**src/inc/iepr_pkg.sv**
```systemverilog
// package of the interrupt enable and priority register block:
// register addresses, reset values, bit positions and carrier types.
// assumes a single system clock shared by core, peripherals and block.
package iepr_pkg;

   localparam logic [7:0] BASE_PRIO_ADDR = 8'hB8;
   localparam logic [7:0] EXT_EN_ADDR    = 8'hE6;
   localparam logic [7:0] EXT_PRIO_ADDR  = 8'hF6;

   localparam logic [7:0] BASE_PRIO_RESET = 8'h80;
   localparam logic [7:0] EXT_EN_RESET    = 8'h00;
   localparam logic [7:0] EXT_PRIO_RESET  = 8'h00;

   // top bit of the base priority register is fixed
   localparam int         BASE_FIXED_BIT = 7;
   localparam logic [7:0] BASE_FIXED_MASK = 8'h80;

   // base priority bits, also the source slot numbers 0..6
   localparam int EXT_IRQ0_PRIORITY_BIT = 0;
   localparam int TIMER0_PRIORITY_BIT   = 1;
   localparam int EXT_IRQ1_PRIORITY_BIT = 2;
   localparam int TIMER1_PRIORITY_BIT   = 3;
   localparam int UART_PRIORITY_BIT     = 4;
   localparam int TIMER2_PRIORITY_BIT   = 5;
   localparam int SPI_PRIORITY_BIT      = 6;

   // extended enable and priority bits share positions
   localparam int SMBUS_BIT         = 0;
   localparam int PORT_MATCH_BIT    = 1;
   localparam int CONV_WINDOW_BIT   = 2;
   localparam int CONV_DONE_BIT     = 3;
   localparam int COUNTER_ARRAY_BIT = 4;
   localparam int COMPARATOR_BIT    = 5;
   localparam int EXT_RESERVED_BIT  = 6;
   localparam int TIMER3_BIT        = 7;

   // extended source slot = bit + this offset; slot 13 is unused
   localparam int EXT_SLOT_BASE = 7;
   localparam int NUM_SLOTS     = 15;

   // pending flags of the peripherals
   typedef struct packed {
      logic       timer3_high_overflow_flag;
      logic       timer3_low_overflow_flag;
      logic       comparator_rise_flag;
      logic       comparator_fall_flag;
      logic [4:0] counter_array;
      logic       conv_done_flag;
      logic       conv_window_flag;
      logic       port_match;
      logic       smbus;
      logic [3:0] spi;
      logic       timer2_high;
      logic       timer2_low;
      logic       uart_tx;
      logic       uart_rx;
      logic       timer1;
      logic       ext_irq1;
      logic       timer0;
      logic       ext_irq0;
   } iepr_pending_t;

   // request presented to the core
   typedef struct packed {
      logic       valid;
      logic       high;
      logic [3:0] slot;
   } iepr_request_t;

endpackage : iepr_pkg

```
**src/verilog/iepr_ctrl.sv**
```systemverilog
// interrupt enable and priority registers with source arbitration.
// assumes: register port driven by the core on clock_in; pending flags,
// global enable and base enables come from logic on the same clock.
`timescale 1ns/1ps

module iepr_ctrl (
   input  wire logic                   clock_in,
   input  wire logic                   sys_rst_in,
   input  wire logic [7:0]             sfr_addr_in,
   input  wire logic                   sfr_wr_in,
   input  wire logic [7:0]             sfr_wdata_in,
   input  wire logic                   sfr_rd_in,
   input  wire logic                   global_irq_enable_in,
   input  wire logic [6:0]             base_enable_in,
   input  wire iepr_pkg::iepr_pending_t pending_in,
   input  wire logic                   irq_ack_in,
   input  wire logic                   irq_return_in,
   output logic [7:0]                  sfr_rdata_out,
   output logic                        sfr_hit_out,
   output iepr_pkg::iepr_request_t     irq_out,
   output logic [1:0]                  in_service_out
);

   logic [6:0]  base_source_priority;
   logic [7:0]  extended_source_enable;
   logic [7:0]  extended_source_priority;
   logic [14:0] raw_req;
   logic [14:0] enabled_req;
   logic [14:0] prio_vec;
   logic [14:0] high_req;
   logic [14:0] low_req;
   logic        low_active;
   logic        high_active;
   iepr_pkg::iepr_request_t next_irq;
   logic [14:0] slot_enable;

   // field views; each bit named for the source it controls
   logic        ext_irq0_priority_bit;
   logic        timer0_priority_bit;
   logic        ext_irq1_priority_bit;
   logic        timer1_priority_bit;
   logic        uart_priority_bit;
   logic        timer2_priority_bit;
   logic        spi_priority_bit;
   logic        smbus_enable_bit;
   logic        port_match_enable_bit;
   logic        conv_window_enable_bit;
   logic        conv_done_enable_bit;
   logic        counter_array_enable_bit;
   logic        comparator_enable_bit;
   logic        timer3_enable_bit;
   logic        smbus_priority_bit;
   logic        port_match_priority_bit;
   logic        conv_window_priority_bit;
   logic        conv_done_priority_bit;
   logic        counter_array_priority_bit;
   logic        comparator_priority_bit;
   logic        timer3_priority_bit;

   // index of the lowest set bit; lower slot wins within a level
   function automatic logic [3:0] first_slot(input logic [14:0] v);
      logic [3:0] idx;
      idx = 4'h0;
      for (int i = iepr_pkg::NUM_SLOTS - 1; i >= 0; i--) begin
         if (v[i]) begin
            idx = 4'(i);
         end
      end
      return idx;
   endfunction : first_slot

   function automatic logic [7:0] read_value(input logic [7:0] addr,
                                             input logic [6:0] bp,
                                             input logic [7:0] ee,
                                             input logic [7:0] ep);
      logic [7:0] v;
      v = 8'h00;
      case (addr)
         iepr_pkg::BASE_PRIO_ADDR: v = iepr_pkg::BASE_FIXED_MASK
                                       | {1'b0, bp};
         iepr_pkg::EXT_EN_ADDR:    v = ee;
         iepr_pkg::EXT_PRIO_ADDR:  v = ep;
         default:                  v = 8'h00;
      endcase
      return v;
   endfunction : read_value

   function automatic logic is_mapped(input logic [7:0] addr);
      return (addr == iepr_pkg::BASE_PRIO_ADDR)
          || (addr == iepr_pkg::EXT_EN_ADDR)
          || (addr == iepr_pkg::EXT_PRIO_ADDR);
   endfunction : is_mapped

   // base priority: top bit is not stored, so writes to it are lost
   always_ff @(posedge clock_in or posedge sys_rst_in) begin
      if (sys_rst_in) begin
         base_source_priority <= iepr_pkg::BASE_PRIO_RESET[6:0];
      end else if (sfr_wr_in && sfr_addr_in == iepr_pkg::BASE_PRIO_ADDR) begin
         base_source_priority <= sfr_wdata_in[6:0];
      end
   end

   // reserved bit 6 is stored as written; software keeps it zero
   always_ff @(posedge clock_in or posedge sys_rst_in) begin
      if (sys_rst_in) begin
         extended_source_enable <= iepr_pkg::EXT_EN_RESET;
      end else if (sfr_wr_in && sfr_addr_in == iepr_pkg::EXT_EN_ADDR) begin
         extended_source_enable <= sfr_wdata_in;
      end
   end

   always_ff @(posedge clock_in or posedge sys_rst_in) begin
      if (sys_rst_in) begin
         extended_source_priority <= iepr_pkg::EXT_PRIO_RESET;
      end else if (sfr_wr_in && sfr_addr_in == iepr_pkg::EXT_PRIO_ADDR) begin
         extended_source_priority <= sfr_wdata_in;
      end
   end

   // read data is registered; answer one cycle after the read strobe
   always_ff @(posedge clock_in or posedge sys_rst_in) begin
      if (sys_rst_in) begin
         sfr_rdata_out <= 8'h00;
         sfr_hit_out   <= 1'b0;
      end else if (sfr_rd_in) begin
         sfr_rdata_out <= read_value(sfr_addr_in, base_source_priority,
                                     extended_source_enable,
                                     extended_source_priority);
         sfr_hit_out   <= is_mapped(sfr_addr_in);
      end else begin
         sfr_rdata_out <= 8'h00;
         sfr_hit_out   <= 1'b0;
      end
   end

   // base priority bits
   assign ext_irq0_priority_bit =
      base_source_priority[iepr_pkg::EXT_IRQ0_PRIORITY_BIT];
   assign timer0_priority_bit =
      base_source_priority[iepr_pkg::TIMER0_PRIORITY_BIT];
   assign ext_irq1_priority_bit =
      base_source_priority[iepr_pkg::EXT_IRQ1_PRIORITY_BIT];
   assign timer1_priority_bit =
      base_source_priority[iepr_pkg::TIMER1_PRIORITY_BIT];
   assign uart_priority_bit =
      base_source_priority[iepr_pkg::UART_PRIORITY_BIT];
   assign timer2_priority_bit =
      base_source_priority[iepr_pkg::TIMER2_PRIORITY_BIT];
   assign spi_priority_bit =
      base_source_priority[iepr_pkg::SPI_PRIORITY_BIT];

   // extended enables; reserved bit 6 has no view and gates nothing
   assign smbus_enable_bit =
      extended_source_enable[iepr_pkg::SMBUS_BIT];
   assign port_match_enable_bit =
      extended_source_enable[iepr_pkg::PORT_MATCH_BIT];
   assign conv_window_enable_bit =
      extended_source_enable[iepr_pkg::CONV_WINDOW_BIT];
   assign conv_done_enable_bit =
      extended_source_enable[iepr_pkg::CONV_DONE_BIT];
   assign counter_array_enable_bit =
      extended_source_enable[iepr_pkg::COUNTER_ARRAY_BIT];
   assign comparator_enable_bit =
      extended_source_enable[iepr_pkg::COMPARATOR_BIT];
   assign timer3_enable_bit =
      extended_source_enable[iepr_pkg::TIMER3_BIT];

   // extended priorities
   assign smbus_priority_bit =
      extended_source_priority[iepr_pkg::SMBUS_BIT];
   assign port_match_priority_bit =
      extended_source_priority[iepr_pkg::PORT_MATCH_BIT];
   assign conv_window_priority_bit =
      extended_source_priority[iepr_pkg::CONV_WINDOW_BIT];
   assign conv_done_priority_bit =
      extended_source_priority[iepr_pkg::CONV_DONE_BIT];
   assign counter_array_priority_bit =
      extended_source_priority[iepr_pkg::COUNTER_ARRAY_BIT];
   assign comparator_priority_bit =
      extended_source_priority[iepr_pkg::COMPARATOR_BIT];
   assign timer3_priority_bit =
      extended_source_priority[iepr_pkg::TIMER3_BIT];

   // gather source requests into slots; several flags share a slot
   always_comb begin
      raw_req      = 15'h0000;
      raw_req[0]   = pending_in.ext_irq0;
      raw_req[1]   = pending_in.timer0;
      raw_req[2]   = pending_in.ext_irq1;
      raw_req[3]   = pending_in.timer1;
      raw_req[4]   = pending_in.uart_rx | pending_in.uart_tx;
      raw_req[5]   = pending_in.timer2_low | pending_in.timer2_high;
      raw_req[6]   = |pending_in.spi;
      raw_req[iepr_pkg::EXT_SLOT_BASE + iepr_pkg::SMBUS_BIT] =
         pending_in.smbus;
      raw_req[iepr_pkg::EXT_SLOT_BASE + iepr_pkg::PORT_MATCH_BIT] =
         pending_in.port_match;
      raw_req[iepr_pkg::EXT_SLOT_BASE + iepr_pkg::CONV_WINDOW_BIT] =
         pending_in.conv_window_flag;
      raw_req[iepr_pkg::EXT_SLOT_BASE + iepr_pkg::CONV_DONE_BIT] =
         pending_in.conv_done_flag;
      raw_req[iepr_pkg::EXT_SLOT_BASE + iepr_pkg::COUNTER_ARRAY_BIT] =
         |pending_in.counter_array;
      raw_req[iepr_pkg::EXT_SLOT_BASE + iepr_pkg::COMPARATOR_BIT] =
         pending_in.comparator_rise_flag | pending_in.comparator_fall_flag;
      raw_req[iepr_pkg::EXT_SLOT_BASE + iepr_pkg::TIMER3_BIT] =
         pending_in.timer3_low_overflow_flag
         | pending_in.timer3_high_overflow_flag;
   end

   // masking: extended enables gate slots 7..14, slot 13 never passes
   always_comb begin
      slot_enable = {8'h00, base_enable_in};
      slot_enable[iepr_pkg::EXT_SLOT_BASE + iepr_pkg::SMBUS_BIT] =
         smbus_enable_bit;
      slot_enable[iepr_pkg::EXT_SLOT_BASE + iepr_pkg::PORT_MATCH_BIT] =
         port_match_enable_bit;
      slot_enable[iepr_pkg::EXT_SLOT_BASE + iepr_pkg::CONV_WINDOW_BIT] =
         conv_window_enable_bit;
      slot_enable[iepr_pkg::EXT_SLOT_BASE + iepr_pkg::CONV_DONE_BIT] =
         conv_done_enable_bit;
      slot_enable[iepr_pkg::EXT_SLOT_BASE + iepr_pkg::COUNTER_ARRAY_BIT] =
         counter_array_enable_bit;
      slot_enable[iepr_pkg::EXT_SLOT_BASE + iepr_pkg::COMPARATOR_BIT] =
         comparator_enable_bit;
      slot_enable[iepr_pkg::EXT_SLOT_BASE + iepr_pkg::TIMER3_BIT] =
         timer3_enable_bit;
      enabled_req = raw_req & slot_enable;
      if (!global_irq_enable_in) begin
         enabled_req = 15'h0000;
      end
   end

   // priority level per slot, slot numbers follow the bit positions
   always_comb begin
      prio_vec    = 15'h0000;
      prio_vec[0] = ext_irq0_priority_bit;
      prio_vec[1] = timer0_priority_bit;
      prio_vec[2] = ext_irq1_priority_bit;
      prio_vec[3] = timer1_priority_bit;
      prio_vec[4] = uart_priority_bit;
      prio_vec[5] = timer2_priority_bit;
      prio_vec[6] = spi_priority_bit;
      prio_vec[iepr_pkg::EXT_SLOT_BASE + iepr_pkg::SMBUS_BIT] =
         smbus_priority_bit;
      prio_vec[iepr_pkg::EXT_SLOT_BASE + iepr_pkg::PORT_MATCH_BIT] =
         port_match_priority_bit;
      prio_vec[iepr_pkg::EXT_SLOT_BASE + iepr_pkg::CONV_WINDOW_BIT] =
         conv_window_priority_bit;
      prio_vec[iepr_pkg::EXT_SLOT_BASE + iepr_pkg::CONV_DONE_BIT] =
         conv_done_priority_bit;
      prio_vec[iepr_pkg::EXT_SLOT_BASE + iepr_pkg::COUNTER_ARRAY_BIT] =
         counter_array_priority_bit;
      prio_vec[iepr_pkg::EXT_SLOT_BASE + iepr_pkg::COMPARATOR_BIT] =
         comparator_priority_bit;
      prio_vec[iepr_pkg::EXT_SLOT_BASE + iepr_pkg::TIMER3_BIT] =
         timer3_priority_bit;
      high_req = enabled_req & prio_vec;
      low_req  = enabled_req & ~prio_vec;
   end

   // high may interrupt a low routine; nothing interrupts a high one
   always_comb begin
      next_irq = '0;
      if (!high_active && |high_req) begin
         next_irq.valid = 1'b1;
         next_irq.high  = 1'b1;
         next_irq.slot  = first_slot(high_req);
      end else if (!high_active && !low_active && |low_req) begin
         next_irq.valid = 1'b1;
         next_irq.high  = 1'b0;
         next_irq.slot  = first_slot(low_req);
      end
   end

   always_ff @(posedge clock_in or posedge sys_rst_in) begin
      if (sys_rst_in) begin
         irq_out <= '0;
      end else if (irq_ack_in) begin
         // presented request is being taken; drop it until re-evaluated
         irq_out <= '0;
      end else begin
         irq_out <= next_irq;
      end
   end

   // in-service levels; return retires the highest active level first,
   // and an ack in the same cycle still records its new level
   always_ff @(posedge clock_in or posedge sys_rst_in) begin
      if (sys_rst_in) begin
         high_active <= 1'b0;
         low_active  <= 1'b0;
      end else begin
         if (irq_return_in) begin
            if (high_active) begin
               high_active <= 1'b0;
            end else begin
               low_active <= 1'b0;
            end
         end
         if (irq_ack_in && irq_out.valid) begin
            if (irq_out.high) begin
               high_active <= 1'b1;
            end else begin
               low_active <= 1'b1;
            end
         end
      end
   end

   always_ff @(posedge clock_in or posedge sys_rst_in) begin
      if (sys_rst_in) begin
         in_service_out <= 2'b00;
      end else begin
         in_service_out <= {high_active, low_active};
      end
   end

endmodule : iepr_ctrl

```
**config.mk**
```make
export PLATFORM = sky130hd
export DESIGN_NAME = iepr_ctrl
export DESIGN_NICKNAME = d
export VERILOG_FILES = /design/src/inc/iepr_pkg.sv /design/src/verilog/iepr_ctrl.sv
export SDC_FILE = /design/constraint.sdc
export NUM_CORES = 1
export LEC_CHECK = 0
export BUFFER_PORTS_ARGS = -buffer_cell sky130_fd_sc_hd__clkbuf_2
export CELL_PAD_IN_SITES_DETAIL_PLACEMENT = 1
export CELL_PAD_IN_SITES_GLOBAL_PLACEMENT = 1
export CORE_UTILIZATION = 39
export DETAILED_ROUTE_END_ITERATION = 8
export PLACE_DENSITY_LB_ADDON = 0.1
export SYNTH_ARGS = -nofsm -noshare
export SYNTH_HDL_FRONTEND = slang
export SYNTH_SLANG_ARGS = --single-unit
```
**constraint.sdc**
```tcl
create_clock -name clock_in -period 2.35 [get_ports clock_in]
set_input_delay 0.1175 -clock clock_in [delete_from_list [all_inputs] [get_ports clock_in]]
set_output_delay 0.1175 -clock clock_in [all_outputs]
set_load 0.1 [all_outputs]
```
-- After elaboration in Yosys (flattened, before gate mapping)
Index checks and enable logic that the tools add are counted.
- equal/unequal tests: 3
- muxes and demuxes: 44
- bitwise logic cells: 8
- reductions and logical operators: 15
- operators by type and width (cell ; number):
    4-bit 2-to-1 mux ; 30
    15-bit AND ; 3
    15-bit OR reduction ; 2
    8-bit equality test (second input constant) ; 3
    8-bit one-hot mux with 3 select lines ; 1
    6-bit 2-to-1 mux ; 3
    15-bit 2-to-1 mux ; 1
    15-bit NOT ; 1
    1-bit 2-to-1 mux ; 8
    8-bit 2-to-1 mux ; 1
    1-bit logical AND ; 7
    5-bit OR reduction ; 1
    1-bit bitwise OR ; 4
    4-bit OR reduction ; 1
    1-bit zero test ; 2
    1-bit logical OR ; 2
- register bits: 42
- input port bits: 55
- output and inout bits: 17
- word-level logic and storage cells: 81

-- Depth between registers and ports, before layout
- depth after elaboration: 22
- gate-level depth with buffers: 8
- gate-level depth less buffers: 6

-- Worst setup path before layout
OpenSTA, ideal clock, no wires.
- kind: reg-to-reg
- start: register extended_source_enable[2]
- end: register irq_out[0] in the netlist's numbering
- setup time: 0.129 ns
- data arrival time: 1.596 ns
- data required time: 2.221 ns
- path slack: 0.625 ns
- stages on the path, launching flop included: 7
- path buffers: 0
- period minus slack after synthesis: 1.725 ns
- path through: dfrtp_1 -> nand4b_2 -> o21ai_1 -> or4_4 -> o41a_1 -> nand4_1 -> o31ai_1
- word-level cells in the longest chain between the ends: 16
- elaborated cells on any way between the ends: 31
- classes of those cells: mux: 24; bitwise: 3; reduce/logical: 4
- ends and longest elaborated chain (what ; line ; source):
    start, declared ; iepr_ctrl.sv:25 ; logic [7:0] extended_source_enable;
    start signal, assigned ; iepr_ctrl.sv:106 ; extended_source_enable <= iepr_pkg::EXT_EN_RESET;
    start signal, assigned ; iepr_ctrl.sv:108 ; extended_source_enable <= sfr_wdata_in;
    15-bit AND (*) ; iepr_ctrl.sv:228 ; enabled_req = raw_req & slot_enable;
    15-bit 2-to-1 mux (*) ; iepr_ctrl.sv:229 ; if (!global_irq_enable_in) begin
    15-bit AND ; iepr_ctrl.sv:259 ; low_req = enabled_req & ~prio_vec;
    4-bit 2-to-1 mux (10 in a row) ; iepr_ctrl.sv:65 ; if (v[i]) begin
    6-bit 2-to-1 mux ; iepr_ctrl.sv:269 ; end else if (!high_active && !low_active && |low_req) begin
    6-bit 2-to-1 mux (*) ; iepr_ctrl.sv:265 ; if (!high_active && |high_req) begin
    6-bit 2-to-1 mux (*) ; iepr_ctrl.sv:279 ; end else if (irq_ack_in) begin
    end signal, assigned ; iepr_ctrl.sv:283 ; irq_out <= next_irq;
    end, declared ; iepr_ctrl.sv:20 ; output iepr_pkg::iepr_request_t irq_out,
Mark *: on every way between the ends. The rest lies on a longest branch, timed or not.
A chain may end at the register's enable or synchronous reset.

-- Worst setup path in the final report
Ends and elaborated chain as after synthesis.

==> results.yml <==
grt:
  busiest_layer: "met2"
  grt_pass1_vias: 2179
  overflow: 0
  grt_pass1_wl_um: 11100
  antenna_found_initial: 0
  grtUsageMet1_pct: 29.8
  met3_usage_pct: 3.52
  grt_use_met2_pct: 41.3
  grt_max_degree: 43
  grtUsageTotal_pct: 23.3
power_and_ir_drop:
  swShare_pct: 30.9
  p_sw_w: 0.000485
  power_density_nw_per_um2: 538
  max-vdd-ir-drop_mv: 0.288
  total_power_w: 0.00157
  p_seq_share_pct: 50.0
  leakagePower_nw: 1.50
  combPwrFrac_pct: 18.0
  internal_power_w: 0.00109
  p_clk_share_pct: 32.0
critical_path:
  worstReg2RegEnd: "irq_out[0]"
  cp_max_fo: 4
  startpoint: "extended_source_enable[2]"
  worstReg2RegStart: "extended_source_enable[2]"
  reg2reg_slack_ns: 0.45
  crit_path_start_kind: "flip-flop"
  arrival_ns: 2.08
  reg2regPathDepth: 6
  path_class: "flip-flop to flip-flop"
  crit_path_end_kind: "flip-flop"
  crit_required_ns: 2.53
worst_hold_path:
  worstHoldEndpoint: "extended_source_priority[7]"
  hold_path_class: "primary input to flip-flop"
  min_from: "sfr_wdata_in[7]"
  holdPathStages: 2
drt:
  viasPerCell: 5.60
  vias: 2083
  detail-route-antenna-nets: 0
  drt_iter0_drc: 88
  route.detailed.drc: 0
  routedWlPerCell_um: 18.2
  wl_um: 6760
  first_pass_iters: 4
synthesis:
  synth_seq_cells: 42
  synth_top_area_share_pct: 44.2
  synthTopCellsByArea: "dfrtp_1, mux2_1, mux2_2"
  syn_nets: 274
  synth-edff-count: 0
  synth-simple-area-share_pct: 25.1
  ys_seq_area_share_pct: 44.2
  synth_xor_xnor_area_share_pct: 0
  netlist_area_sq_um: 2380
  synth_top_family_by_area: "simple AND/OR/NAND/NOR gates"
  yosysWarnings: 0
  avgSynthCellArea_sq_um: 10.8
  postSynth.asyncResetShare_pct: 100
  yosys.area.top_type: "dfrtp_1"
  synth_compound_area_share_pct: 13.8
  netlist_instances: 219
  synth_most_common_cell: "dfrtp_1"
  synth-adder-area-share_pct: 0
  ys_types: 55
  muxShareOfSynthArea_pct: 14.3
  synthTopCellsByCount: "dfrtp_1, nand2_1, mux2_1"
  ys_dominant_reg_cell: "dfrtp_1"
clock_tree:
  cts.htree.levels: 2
  clockBufferDepth: 2
  clk_pin_slew_ns: 0.09
  cts-root-buf: "clkbuf_8"
  post_cts_buffers: 0
  cts.sinks: 42
  cts_tree: "yes"
  cts_buffers: 5
  clk-insertion-delay-late_ns: 0.30
placement:
  dp.final_hpwl_um: 5330
  dp_cells: 363
  routabilityCongestion: 0.898
  place_ws_ns: 0.332
  io_buffers: 71
layout:
  syn2layout_area_growth_pct: 22.9
  final_net_count: 351
  fillers: 709
  drive_gt1_share_pct: 35.0
  antenna_cells: 0
  final_cells: 372
timing:
  layout_setup_ws_ns: 0.453
  post-route-period-util_pct: 80.7
  drv_slew: 0
  fmax_ghz: 0.527
  fin_crit_ns: 1.90
  worst_pin_slew_ns: 0.541
  fin_skew_ns: 0.00669
  rsz0062_at_grt: "no"
  setup_viol: 0
  hold_violations: 0
  slew_headroom_pct: 64.0
  final.setup.tns_ns: 0
job:
  cap_violations: 0
floorplan:
  io_pins: 72
  core-area_sq_um: 5890
  start_util_pct: 40.4
  die_area_sq_um: 6410
  fp-row-count: 28
  dieWidth_um: 80.1
  fp.dieH_um: 80.1
outcome:
  status: "complete, no violations"
-- metal layers --
| layer | wire [um] | up-vias |
|---|---|---|
| met5 | 0 | - |
| met3 | 254 | 5 |
| met2 | 3540 | 54 |
| met4 | 49 | 0 |
| met1 | 2920 | 1041 |
| li1 | - | 983 |
-- logic make-up (layout without fill, tap and decap cells) --
logic type | count (synthesis) | count (layout)
buffers and inverters | 12 | 90
flip-flops | 42 | 42
AO/OA/AOI/OAI | 47 | 47
AND/OR/NAND/NOR | 87 | 87
multiplexers | 31 | 31
-- critical path, cell delays in order, from the launching register on --
cell and delay, ns:
dfrtp_1 0.44, nand4b_2 0.14, o21ai_1 0.11, or4_4 0.53, o41a_1 0.34, nand4_1 0.13
o31ai_1 0.09
-- placed cells by master (no fill, tap or decap), types with 7 or more instances in the layout --
cell / instances
a21oi_1: 7
mux2_1: 15
dfrtp_1: 42
nor2_1: 10
mux2_2: 8
nand4_1: 8
and2_1: 8
mux2i_1: 8
clkbuf_2: 71
nand2_1: 19
o21ai_0: 10
-- registers in the layout, indices dropped and copies added (netlist names) --
register,cells
base_source_priority,7
extended_source_priority,8
in_service_out,2
extended_source_enable,8
low_active,1
high_active,1
sfr_rdata_out,8
irq_out,6
sfr_hit_out,1
-- area by class of cell --
class,count,area [sq um],share of cell area (%)
Timing Repair Buffer,75,388,13.3
Inverter,7,27.5,0.943
Multi-Input combinational cell,165,1260,43.3
Sequential cell,42,1050,36.0
Tap cell,75,93.8,3.21
Clock buffer,6,82.6,2.83
Clock inverter,2,12.5,0.429
-- repair_timing --
| action | 4_1_cts | 5_1_grt |
|---|---|---|
| endpoints found under the hold margin | 42 | 0 |
| resized for setup | 0 | 0 |
| hold buffers | 1 | 0 |
-- power groups by stage --
stage | logic, W | clock network (W) | registers, W
finish | 0.000282 | 0.000503 | 0.000785
global route | 0.000306 | 0.000548 | 0.000790
CTS | 0.000285 | 0.000520 | 0.000785
detailed placement | 0.000283 | 0 | 0.000800
global placement | 0.000277 | 0 | 0.000798
floorplan | 0.000111 | 0 | 0.000858
-- through the flow --
| stage | utilization (%) | cell area (sq um) | hold WS (ns) |
|---|---|---|---|
| finish | 49.6 | 2920 | 0.0530 |
| global route | 49.6 | 2920 | 0.0535 |
| CTS | 49.6 | 2920 | 0.0459 |
| detailed placement | 47.8 | 2810 | 0.277 |
| global placement | 47.8 | 2810 | 0.262 |
| floorplan | - | 2380 | 0.240 |
-- worst max-delay path by stage --
stage / end / cells after the start
2_1_floorplan: irq_out[0] / 6
3_3_place_gp: extended_source_enable[6] / 7
3_5_place_dp: extended_source_enable[2] / 7
4_1_cts: irq_out[0] / 6
5_1_grt: irq_out[0] / 6
6_report: irq_out[0] / 6
No activity file was read; power rests on OpenSTA's default activity.
